==> src/hdl/pfe_pkg.sv <==
// package: register map, field layout and reset values of the port event block
package pfe_pkg;

	// ----------------------------------------------------------------
	// register bus
	// ----------------------------------------------------------------
	localparam int ADDR_W = 8;
	localparam int DATA_W = 32;

	localparam logic [7:0] OFS_PORT_INT = 8'h00;
	localparam logic [7:0] OFS_ERR_STAT = 8'h04;
	localparam logic [7:0] OFS_ERR_DET = 8'h08;
	localparam logic [7:0] OFS_FAB_INT = 8'h0c;
	localparam logic [7:0] OFS_GLB_INT = 8'h10;
	localparam logic [7:0] OFS_INT_EN = 8'h14;
	localparam logic [7:0] OFS_PW_EN = 8'h18;
	localparam logic [7:0] OFS_INFO = 8'h1c;

	// ----------------------------------------------------------------
	// event bit positions in the common sticky vector
	// ----------------------------------------------------------------
	localparam int EV_FAB_ABORT = 0;
	localparam int EV_MCAST_TO = 1;
	localparam int EV_PEER_READY = 2;
	localparam int EV_EGR_DISCARD = 3;
	localparam int EV_UNRECOV = 4;
	localparam int EV_ACK_WAIT = 5;
	localparam int EV_BAD_RESP = 6;
	localparam int EV_BAD_SYM = 7;
	localparam int EV_FABRIC = 8;
	localparam int EV_GLOBAL_FAB = 9;
	localparam int NUM_EV = 10;

	// each status register is one slice of the sticky vector
	localparam int PIS_BASE = 0;
	localparam int PIS_W = 3;
	localparam int PES_BASE = 3;
	localparam int PES_W = 2;
	localparam int PED_BASE = 5;
	localparam int PED_W = 3;
	localparam int FIS_BASE = 8;
	localparam int FIS_W = 1;
	localparam int GIS_BASE = 9;
	localparam int GIS_W = 1;

	// info register fields
	localparam int INFO_RESP_CNT_LSB = 0;
	localparam int INFO_TO_CNT_LSB = 4;
	localparam int INFO_ACKID_LSB = 8;

	// ----------------------------------------------------------------
	// reset values and counts
	// ----------------------------------------------------------------
	localparam logic [NUM_EV-1:0] STICKY_RST = 10'h000;
	localparam logic [NUM_EV-1:0] INT_EN_RST = 10'h000;
	localparam logic [NUM_EV-1:0] PW_EN_RST = 10'h000;
	localparam int FATAL_TRIES = 4;
	localparam int CNT_W = 3;
	localparam int ACKID_W = 6;
	localparam int LANES = 4;

	typedef enum logic [1:0] {
		PFE_CS_ACCEPT,
		PFE_CS_NOT_ACCEPT,
		PFE_CS_RETRY,
		PFE_CS_OTHER
	} pfe_cs_kind_t;

endpackage

==> src/hdl/pfe_cnt_if.sv <==
// interface: carrier between the event block and a retry-failure counter
`timescale 1ns/1ps
`default_nettype none
interface pfe_cnt_if #(parameter int CW = 3);
	logic hit;
	logic clear;
	logic fatal;
	logic [CW-1:0] count;

	modport ctr (input hit, input clear, output fatal, output count);
	modport user (output hit, output clear, input fatal, input count);
endinterface
`default_nettype wire

==> src/hdl/pfe_port_events.sv <==
// module: fatal and status event recording for one switch port
`timescale 1ns/1ps
`default_nettype none
module pfe_port_events #(
	parameter int LANES = pfe_pkg::LANES,
	parameter int ACKID_W = pfe_pkg::ACKID_W,
	parameter int FATAL_TRIES = pfe_pkg::FATAL_TRIES
) (
	input wire logic clock_in,
	input wire logic sys_rst_in,
	// register port
	input wire logic [pfe_pkg::ADDR_W-1:0] addr_in,
	input wire logic [pfe_pkg::DATA_W-1:0] wdata_in,
	input wire logic wr_in,
	input wire logic rd_in,
	output logic [pfe_pkg::DATA_W-1:0] rdata_out,
	// fabric side
	input wire logic fab_req_expired_in,
	input wire logic mcast_timeout_in,
	output logic drop_pkt_out,
	// link side
	input wire logic lresp_orphan_in,
	input wire logic lresp_timeout_in,
	input wire logic lresp_good_in,
	input wire logic dead_link_expired_in,
	input wire logic [LANES-1:0] lane_sync_expired_in,
	input wire logic inbound_unrecov_in,
	input wire logic outbound_unrecov_in,
	input wire logic peer_init_done_in,
	input wire logic cs_valid_in,
	input wire pfe_pkg::pfe_cs_kind_t cs_kind_in,
	input wire logic [ACKID_W-1:0] cs_ackid_in,
	input wire logic [(1<<ACKID_W)-1:0] ackid_busy_in,
	// notification
	output logic irq_out,
	output logic port_write_out,
	output logic port_fatal_out
);
	// ----------------------------------------------------------------
	// parameter checks
	// ----------------------------------------------------------------
	if (LANES < 1) begin : g_bad_lanes
		$error("pfe_port_events: at least one lane is needed");
	end
	if (ACKID_W < 1 || ACKID_W > 8) begin : g_bad_ackid
		$error("pfe_port_events: ackID width must be 1 to 8");
	end
	// both try counters use the package width, so the count must fit it
	if (FATAL_TRIES < 1 ||
		FATAL_TRIES >= (1 << pfe_pkg::CNT_W)) begin : g_bad_tries
		$error("pfe_port_events: fatal try count does not fit counter");
	end

	localparam int NEV = pfe_pkg::NUM_EV;
	localparam int CW = pfe_pkg::CNT_W;

	// ----------------------------------------------------------------
	// state
	// ----------------------------------------------------------------
	typedef struct packed {
		logic [NEV-1:0] sticky;
		logic [NEV-1:0] int_en;
		logic [NEV-1:0] pw_en;
		// fixed at 8 bits so the info word keeps one layout for any width
		logic [7:0] last_bad_ackid;
		logic [pfe_pkg::DATA_W-1:0] rdata;
		logic drop;
		logic irq;
		logic pw;
	} pfe_state_t;

	pfe_state_t s_r;
	pfe_state_t s_nxt;

	// ----------------------------------------------------------------
	// consecutive link-request failure counters
	// ----------------------------------------------------------------
	pfe_cnt_if #(.CW(CW)) orphan_cnt ();
	pfe_cnt_if #(.CW(CW)) timeout_cnt ();

	// a good response ends either run of failed tries
	assign orphan_cnt.hit = lresp_orphan_in;
	assign orphan_cnt.clear = lresp_good_in | lresp_timeout_in;
	assign timeout_cnt.hit = lresp_timeout_in;
	assign timeout_cnt.clear = lresp_good_in | lresp_orphan_in;

	pfe_try_counter #(
		.THRESH(FATAL_TRIES),
		.CW(CW)
	) u_orphan_cnt (
		.clock_in(clock_in),
		.sys_rst_in(sys_rst_in),
		.cnt(orphan_cnt)
	);

	pfe_try_counter #(
		.THRESH(FATAL_TRIES),
		.CW(CW)
	) u_timeout_cnt (
		.clock_in(clock_in),
		.sys_rst_in(sys_rst_in),
		.cnt(timeout_cnt)
	);

	// ----------------------------------------------------------------
	// event detection
	// ----------------------------------------------------------------
	logic [5:0] fatal_src;
	logic fatal_any;
	logic sym_acks;
	logic bad_sym;
	logic [NEV-1:0] ev_set;

	always_comb begin
		fatal_src = '0;
		fatal_src[0] = orphan_cnt.fatal;
		fatal_src[1] = timeout_cnt.fatal;
		fatal_src[2] = dead_link_expired_in;
		fatal_src[3] = |lane_sync_expired_in;
		fatal_src[4] = inbound_unrecov_in;
		fatal_src[5] = outbound_unrecov_in;
		fatal_any = |fatal_src;
		// only acknowledge-type symbols name an ackID that must be busy
		sym_acks = 1'b0;
		case (cs_kind_in)
			pfe_pkg::PFE_CS_ACCEPT: begin
				sym_acks = 1'b1;
			end
			pfe_pkg::PFE_CS_NOT_ACCEPT: begin
				sym_acks = 1'b1;
			end
			pfe_pkg::PFE_CS_RETRY: begin
				sym_acks = 1'b1;
			end
			default: begin
				sym_acks = 1'b0;
			end
		endcase
		bad_sym = 1'b0;
		if (cs_valid_in && sym_acks) begin
			bad_sym = ~ackid_busy_in[cs_ackid_in];
		end
		ev_set = '0;
		ev_set[pfe_pkg::EV_FAB_ABORT] = fab_req_expired_in;
		ev_set[pfe_pkg::EV_EGR_DISCARD] = fab_req_expired_in;
		ev_set[pfe_pkg::EV_FABRIC] = fab_req_expired_in;
		ev_set[pfe_pkg::EV_GLOBAL_FAB] = fab_req_expired_in;
		ev_set[pfe_pkg::EV_MCAST_TO] = mcast_timeout_in;
		ev_set[pfe_pkg::EV_UNRECOV] = fatal_any;
		ev_set[pfe_pkg::EV_ACK_WAIT] = lresp_timeout_in;
		ev_set[pfe_pkg::EV_BAD_RESP] = lresp_orphan_in;
		ev_set[pfe_pkg::EV_PEER_READY] = peer_init_done_in;
		ev_set[pfe_pkg::EV_BAD_SYM] = bad_sym;
	end

	// ----------------------------------------------------------------
	// register access
	// ----------------------------------------------------------------
	// status registers are write-one-to-clear slices of one sticky vector;
	// both enable registers use that vector's layout, so one enable bit
	// serves the same event wherever its status bit is read
	logic [NEV-1:0] w1c;
	logic [pfe_pkg::DATA_W-1:0] rd_val;
	logic [pfe_pkg::DATA_W-1:0] info;

	always_comb begin
		info = '0;
		info[pfe_pkg::INFO_RESP_CNT_LSB +: CW] = orphan_cnt.count;
		info[pfe_pkg::INFO_TO_CNT_LSB +: CW] = timeout_cnt.count;
		info[pfe_pkg::INFO_ACKID_LSB +: 8] = s_r.last_bad_ackid;
	end

	always_comb begin
		w1c = '0;
		if (wr_in) begin
			case (addr_in)
				pfe_pkg::OFS_PORT_INT: begin
					w1c[pfe_pkg::PIS_BASE +: pfe_pkg::PIS_W] =
						wdata_in[pfe_pkg::PIS_W-1:0];
				end
				pfe_pkg::OFS_ERR_STAT: begin
					w1c[pfe_pkg::PES_BASE +: pfe_pkg::PES_W] =
						wdata_in[pfe_pkg::PES_W-1:0];
				end
				pfe_pkg::OFS_ERR_DET: begin
					w1c[pfe_pkg::PED_BASE +: pfe_pkg::PED_W] =
						wdata_in[pfe_pkg::PED_W-1:0];
				end
				pfe_pkg::OFS_FAB_INT: begin
					w1c[pfe_pkg::FIS_BASE +: pfe_pkg::FIS_W] =
						wdata_in[pfe_pkg::FIS_W-1:0];
				end
				pfe_pkg::OFS_GLB_INT: begin
					w1c[pfe_pkg::GIS_BASE +: pfe_pkg::GIS_W] =
						wdata_in[pfe_pkg::GIS_W-1:0];
				end
				default: begin
					w1c = '0;
				end
			endcase
		end
	end

	always_comb begin
		rd_val = '0;
		case (addr_in)
			pfe_pkg::OFS_PORT_INT: begin
				rd_val[pfe_pkg::PIS_W-1:0] =
					s_r.sticky[pfe_pkg::PIS_BASE +: pfe_pkg::PIS_W];
			end
			pfe_pkg::OFS_ERR_STAT: begin
				rd_val[pfe_pkg::PES_W-1:0] =
					s_r.sticky[pfe_pkg::PES_BASE +: pfe_pkg::PES_W];
			end
			pfe_pkg::OFS_ERR_DET: begin
				rd_val[pfe_pkg::PED_W-1:0] =
					s_r.sticky[pfe_pkg::PED_BASE +: pfe_pkg::PED_W];
			end
			pfe_pkg::OFS_FAB_INT: begin
				rd_val[pfe_pkg::FIS_W-1:0] =
					s_r.sticky[pfe_pkg::FIS_BASE +: pfe_pkg::FIS_W];
			end
			pfe_pkg::OFS_GLB_INT: begin
				rd_val[pfe_pkg::GIS_W-1:0] =
					s_r.sticky[pfe_pkg::GIS_BASE +: pfe_pkg::GIS_W];
			end
			pfe_pkg::OFS_INT_EN: begin
				rd_val[NEV-1:0] = s_r.int_en;
			end
			pfe_pkg::OFS_PW_EN: begin
				rd_val[NEV-1:0] = s_r.pw_en;
			end
			pfe_pkg::OFS_INFO: begin
				rd_val = info;
			end
			default: begin
				rd_val = '0;
			end
		endcase
	end

	// ----------------------------------------------------------------
	// next state
	// ----------------------------------------------------------------
	always_comb begin
		s_nxt = s_r;
		// a set in the same cycle as its clear wins, so no event is lost
		s_nxt.sticky = (s_r.sticky & ~w1c) | ev_set;
		if (wr_in && addr_in == pfe_pkg::OFS_INT_EN) begin
			s_nxt.int_en = wdata_in[NEV-1:0];
		end
		if (wr_in && addr_in == pfe_pkg::OFS_PW_EN) begin
			s_nxt.pw_en = wdata_in[NEV-1:0];
		end
		if (bad_sym) begin
			s_nxt.last_bad_ackid = '0;
			s_nxt.last_bad_ackid[ACKID_W-1:0] = cs_ackid_in;
		end
		// read data stand only in the cycle after the strobe
		s_nxt.rdata = rd_in ? rd_val : '0;
		s_nxt.drop = fab_req_expired_in;
		s_nxt.irq = |(s_nxt.sticky & s_nxt.int_en);
		s_nxt.pw = |(s_nxt.sticky & s_nxt.pw_en);
	end

	always_ff @(posedge clock_in) begin
		if (sys_rst_in) begin
			s_r <= '0;
			s_r.sticky <= pfe_pkg::STICKY_RST;
			s_r.int_en <= pfe_pkg::INT_EN_RST;
			s_r.pw_en <= pfe_pkg::PW_EN_RST;
		end else begin
			s_r <= s_nxt;
		end
	end

	// ----------------------------------------------------------------
	// outputs
	// ----------------------------------------------------------------
	assign rdata_out = s_r.rdata;
	assign drop_pkt_out = s_r.drop;
	assign irq_out = s_r.irq;
	assign port_write_out = s_r.pw;
	assign port_fatal_out = s_r.sticky[pfe_pkg::EV_UNRECOV];
endmodule
`default_nettype wire

==> src/hdl/pfe_try_counter.sv <==
// module: counts consecutive failed link-request tries up to a threshold
`timescale 1ns/1ps
`default_nettype none
module pfe_try_counter #(
	parameter int THRESH = pfe_pkg::FATAL_TRIES,
	parameter int CW = pfe_pkg::CNT_W
) (
	input wire logic clock_in,
	input wire logic sys_rst_in,
	pfe_cnt_if.ctr cnt
);
	typedef struct packed {
		logic [CW-1:0] count;
		logic fatal;
	} pfe_ctr_state_t;

	pfe_ctr_state_t s_r;
	pfe_ctr_state_t s_nxt;

	if (THRESH < 1 || THRESH >= (1 << CW)) begin : g_bad_thresh
		$error("pfe_try_counter: threshold does not fit the counter");
	end

	always_comb begin
		s_nxt = s_r;
		s_nxt.fatal = 1'b0;
		if (cnt.hit) begin
			// the threshold try fires once and starts a fresh run
			if (s_r.count == CW'(THRESH - 1)) begin
				s_nxt.fatal = 1'b1;
				s_nxt.count = '0;
			end else begin
				s_nxt.count = s_r.count + CW'(1);
			end
		end else if (cnt.clear) begin
			s_nxt.count = '0;
		end
	end

	always_ff @(posedge clock_in) begin
		if (sys_rst_in) begin
			s_r <= '0;
		end else begin
			s_r <= s_nxt;
		end
	end

	assign cnt.fatal = s_r.fatal;
	assign cnt.count = s_r.count;
endmodule
`default_nettype wire

==> config.mk <==
export PLATFORM = sky130hd
export DESIGN_NAME = pfe_port_events
export DESIGN_NICKNAME = d
export VERILOG_FILES = /design/src/hdl/pfe_pkg.sv /design/src/hdl/pfe_cnt_if.sv /design/src/hdl/pfe_port_events.sv /design/src/hdl/pfe_try_counter.sv
export SDC_FILE = /design/constraint.sdc
export NUM_CORES = 1
export LEC_CHECK = 0
export ABC_CLOCK_PERIOD_IN_PS = 2700
export BUFFER_PORTS_ARGS = -buffer_cell sky130_fd_sc_hd__buf_2
export CORE_ASPECT_RATIO = 0.9
export CORE_MARGIN = 3
export CORE_UTILIZATION = 40
export DETAILED_ROUTE_END_ITERATION = 16
export PLACE_DENSITY = 0.7
export SYNTH_ARGS = -nofsm -noshare
export SYNTH_HDL_FRONTEND = slang
export SYNTH_SLANG_ARGS = --single-unit
==> constraint.sdc <==
create_clock -name clock_in -period 2.7 [get_ports clock_in]
set_input_delay 0.27 -clock clock_in [delete_from_list [all_inputs] [get_ports clock_in]]
set_output_delay 0.27 -clock clock_in [all_outputs]
set_load 0.02 [all_outputs]
==> impl_metrics.ini <==
[run_status]
outcome = finished, final reports clean

[synthesis]
yosysWarnings = 0
synth_area_mm2 = 0.003592
synth_edf_count = 0
synth_cells = 356
synthSimpleGateAreaFrac_pct = 21.00
syn_area_per_cell_um2 = 10.09
ys.flop_type = dfxtp_1
synthArstFlopShare_pct = 0
synth_top_family_by_area = multiplexers
synth-xor-area-share_pct = 0
synth_compound_gate_area_share_pct = 10.62
ys_types = 54
muxShareOfSynthArea_pct = 22.95
synth_seq_cells = 61
yosys.area_share.adder_pct = 0.6966
ys_seq_area_share_pct = 34.00

[clock_tree]
cts_hold_buf = 0
path_clk_slew_ns = 0.06
cts_buffers = 9
clk_latency_ns = 0.34
cts_buffer_depth = 2
post_cts_buffers = 0
htreeDepth = 3
cts_root_buf = clkbuf_8
cts_tree = yes
ctsResizeCount = 0
cts_sinks = 61

[global_routing]
grt_max_degree = 43
gr-total-overflow = 0
antenna_found_initial = 0
grt_use_total_pct = 18.32
grt_pass1_wl_mm = 14.39
grt_pass1_vias = 3007

[timing]
tns_ns = 0
tightest_slew_ns = 0.6742
skew_ns = 0.007881
slew_violations = 0
fmax_mhz = 473.3
hold_viol_final = 0
fin_crit_sh_pct = 78.25
slew_headroom_pct = 55.05
finalCriticalPeriod_ns = 2.113
setup_violations = 0
grt_setup_unrepaired = no

[setup_path]
slowest_stage = nor4_4
crit_path_max_incr_delay_ns = 0.53
cp.arrival_ns = 2.34
endpoint_kind = register
reg2reg_slack_ns = 1.08
r2r_end = irq_out
path_cells = buf_2 -> nor4_4 -> nand4_1 -> a21oi_1 -> o22ai_1 -> o31a_1 -> a2111o_1
worstReg2RegStart = u_orphan_cnt.cnt.fatal
path_class = in2reg
cp_max_fo = 11
crit_start = addr_in[2]
r2r_cells = 6
cp.required_ns = 2.93
crit_path_start_kind = input pin

[floorplanning]
core-area_mm2 = 0.008648
chipHeight_um = 95.90
rows = 32
initial_utilization_pct = 41.54
io_pins = 166
die_w_um = 105.9
die-area_mm2 = 0.01015

[placed_design]
dp_hpwl_mm = 7.199
port_buffers = 125
gp_congestion = 0.8346

[worst_hold_path]
holdCritPathClass = in2reg
hp-start = peer_init_done_in
whs_path_depth = 3
whs_endpoint = s_r[65]

[routing]
ant_nets = 0
wl_mm = 9.234
num_vias = 2992
firstDrtPassIters = 5
vias_per_cell = 5.080
routedWlPerCell_um = 15.68
drc = 0
drt_iter0_markers = 156

[power_and_ir_drop]
ir_worst_vdd_mv = 0.1843
p_leak_uw = 0.002006
finalPower_uw = 1984
p_per_area_mw_per_mm2 = 460.1

[finish]
fill_cells = 820
drive_gt1_share_pct = 39.36
syn_to_final_growth_pct = 20.06
n_antenna_cell = 0
fin_nets = 598
post-route-util_pct = 49.87

[run]
cap_violations = 0
[cell families (layout without fill, tap and decap cells)]
| family | Yosys count | after routing |
|---|---|---|
| adders and majority gates | 2 | 2 |
| muxes | 57 | 57 |
| and+or+nand+nor | 127 | 127 |
| AOI/OAI and AO/OA | 52 | 52 |
| buffers and inverters | 56 | 153 |
| other | 1 | 18 |
| DFF | 61 | 61 |
[cell usage in the layout, fill, tap and decap left out, types with 2 or more instances in the layout]
master | Yosys | layout
buf_2 | 2 | 125
dfxtp_1 | 61 | 61
nor2_1 | 40 | 40
mux2i_1 | 25 | 25
nand2b_1 | 19 | 19
conb_1 | 1 | 18
a21oi_1 | 14 | 14
nand2_1 | 12 | 12
mux2_2 | 12 | 12
clkbuf_8 | 0 | 12
nor2b_1 | 11 | 11
mux4_2 | 11 | 11
a22oi_1 | 11 | 11
buf_4 | 35 | 10
nand4_1 | 9 | 9
and2_1 | 7 | 7
mux4_1 | 6 | 6
nor3_1 | 6 | 6
nand3_1 | 5 | 5
a31oi_1 | 4 | 4
a21o_1 | 4 | 4
nor4b_4 | 3 | 3
inv_1 | 3 | 3
mux2_1 | 3 | 3
o22ai_1 | 3 | 3
nor4_1 | 2 | 2
and2_2 | 2 | 2
a2111o_1 | 2 | 2
o21a_1 | 2 | 2
nand4b_1 | 2 | 2
ha_1 | 2 | 2
clkbuf_1 | 8 | 2
[synthesized netlist by cell type (5+ instances only)]
cell type	count	area [um2]
nand2b_1	19	118.9
dfxtp_1	61	1221
nor3_1	6	30.03
clkbuf_1	8	30.03
nor2b_1	11	68.82
mux4_2	11	247.7
a21oi_1	14	70.07
mux2_2	12	135.1
mux4_1	6	157.7
mux2i_1	25	250.2
and2_1	7	43.79
buf_6	5	56.30
buf_4	35	262.8
nor2_1	40	150.1
a22oi_1	11	82.58
nand2_1	12	45.04
nand3_1	5	25.02
nand4_1	9	56.30
[power by group]
part	leakage [uW]	switching (uW)	total [uW]	internal [uW]
sequential	0.000496	13.6	936	922
combinational	0.00142	158	311	152
clock	0.0000926	336	738	403
total	0.00201	508	1980	1480
[metrics by stage]
stage	hold WS, ns	cells	worst slack (ns)	instance area, um2
2_1_floorplan	0.3982	373	0.5831	3656
3_3_place_gp	0.4434	574	0.3397	4135
3_5_place_dp	0.4483	574	0.3000	4135
4_1_cts	0.1802	589	0.6174	4313
5_1_grt	0.2035	589	0.5147	4313
6_report	0.1954	589	0.5873	4313
[layer usage]
layer / up-vias / global-route usage (%) / share of wire (%)
li1: 1474 / - / -
met5: - / 0 / 0
met2: 141 / 31.85 / 48
met1: 1366 / 22.14 / 43
met4: 0 / 7.228 / 1.8
met3: 11 / 4.359 / 7.1
[worst max-delay path by stage]
stage | end | slack [ns] | cells after the start
after floorplan | info[12] | 0.58 | 7
after global placement | irq_out | 0.34 | 7
after detailed placement | port_write_out | 0.30 | 7
after CTS | port_write_out | 0.62 | 7
after global routing | port_write_out | 0.51 | 7
final | port_write_out | 0.59 | 7
[registers in the layout (all words and copies together) (netlist names)]
| signal | flops |
|---|---|
| u_timeout_cnt.cnt.count | 3 |
| rdata_out | 14 |
| port_fatal_out | 1 |
| s_r | 29 |
| u_timeout_cnt.cnt.fatal | 1 |
| u_orphan_cnt.cnt.fatal | 1 |
| irq_out | 1 |
| u_orphan_cnt.cnt.count | 3 |
| info | 6 |
| drop_pkt_out | 1 |
| port_write_out | 1 |
[cell type report]
| class | count | area (um2) | area share (%) |
|---|---|---|---|
| Multi-Input combinational cell | 256 | 2053 | 47.61 |
| Tap cell | 119 | 148.9 | 3.452 |
| Sequential cell | 61 | 1221 | 28.31 |
| Clock inverter | 1 | 5.005 | 0.1160 |
| Timing Repair Buffer | 135 | 700.7 | 16.25 |
| Clock buffer | 14 | 172.7 | 4.003 |
| Inverter | 3 | 11.26 | 0.2611 |
[critical path: cells and delay by family]
kind                   cells  cell delay (ns)
AO/OA/AOI/OAI              4             1.15
buffers and inverters      1             0.22
AND/OR/NAND/NOR            2             0.71
(Power assumes the default switching activity.)
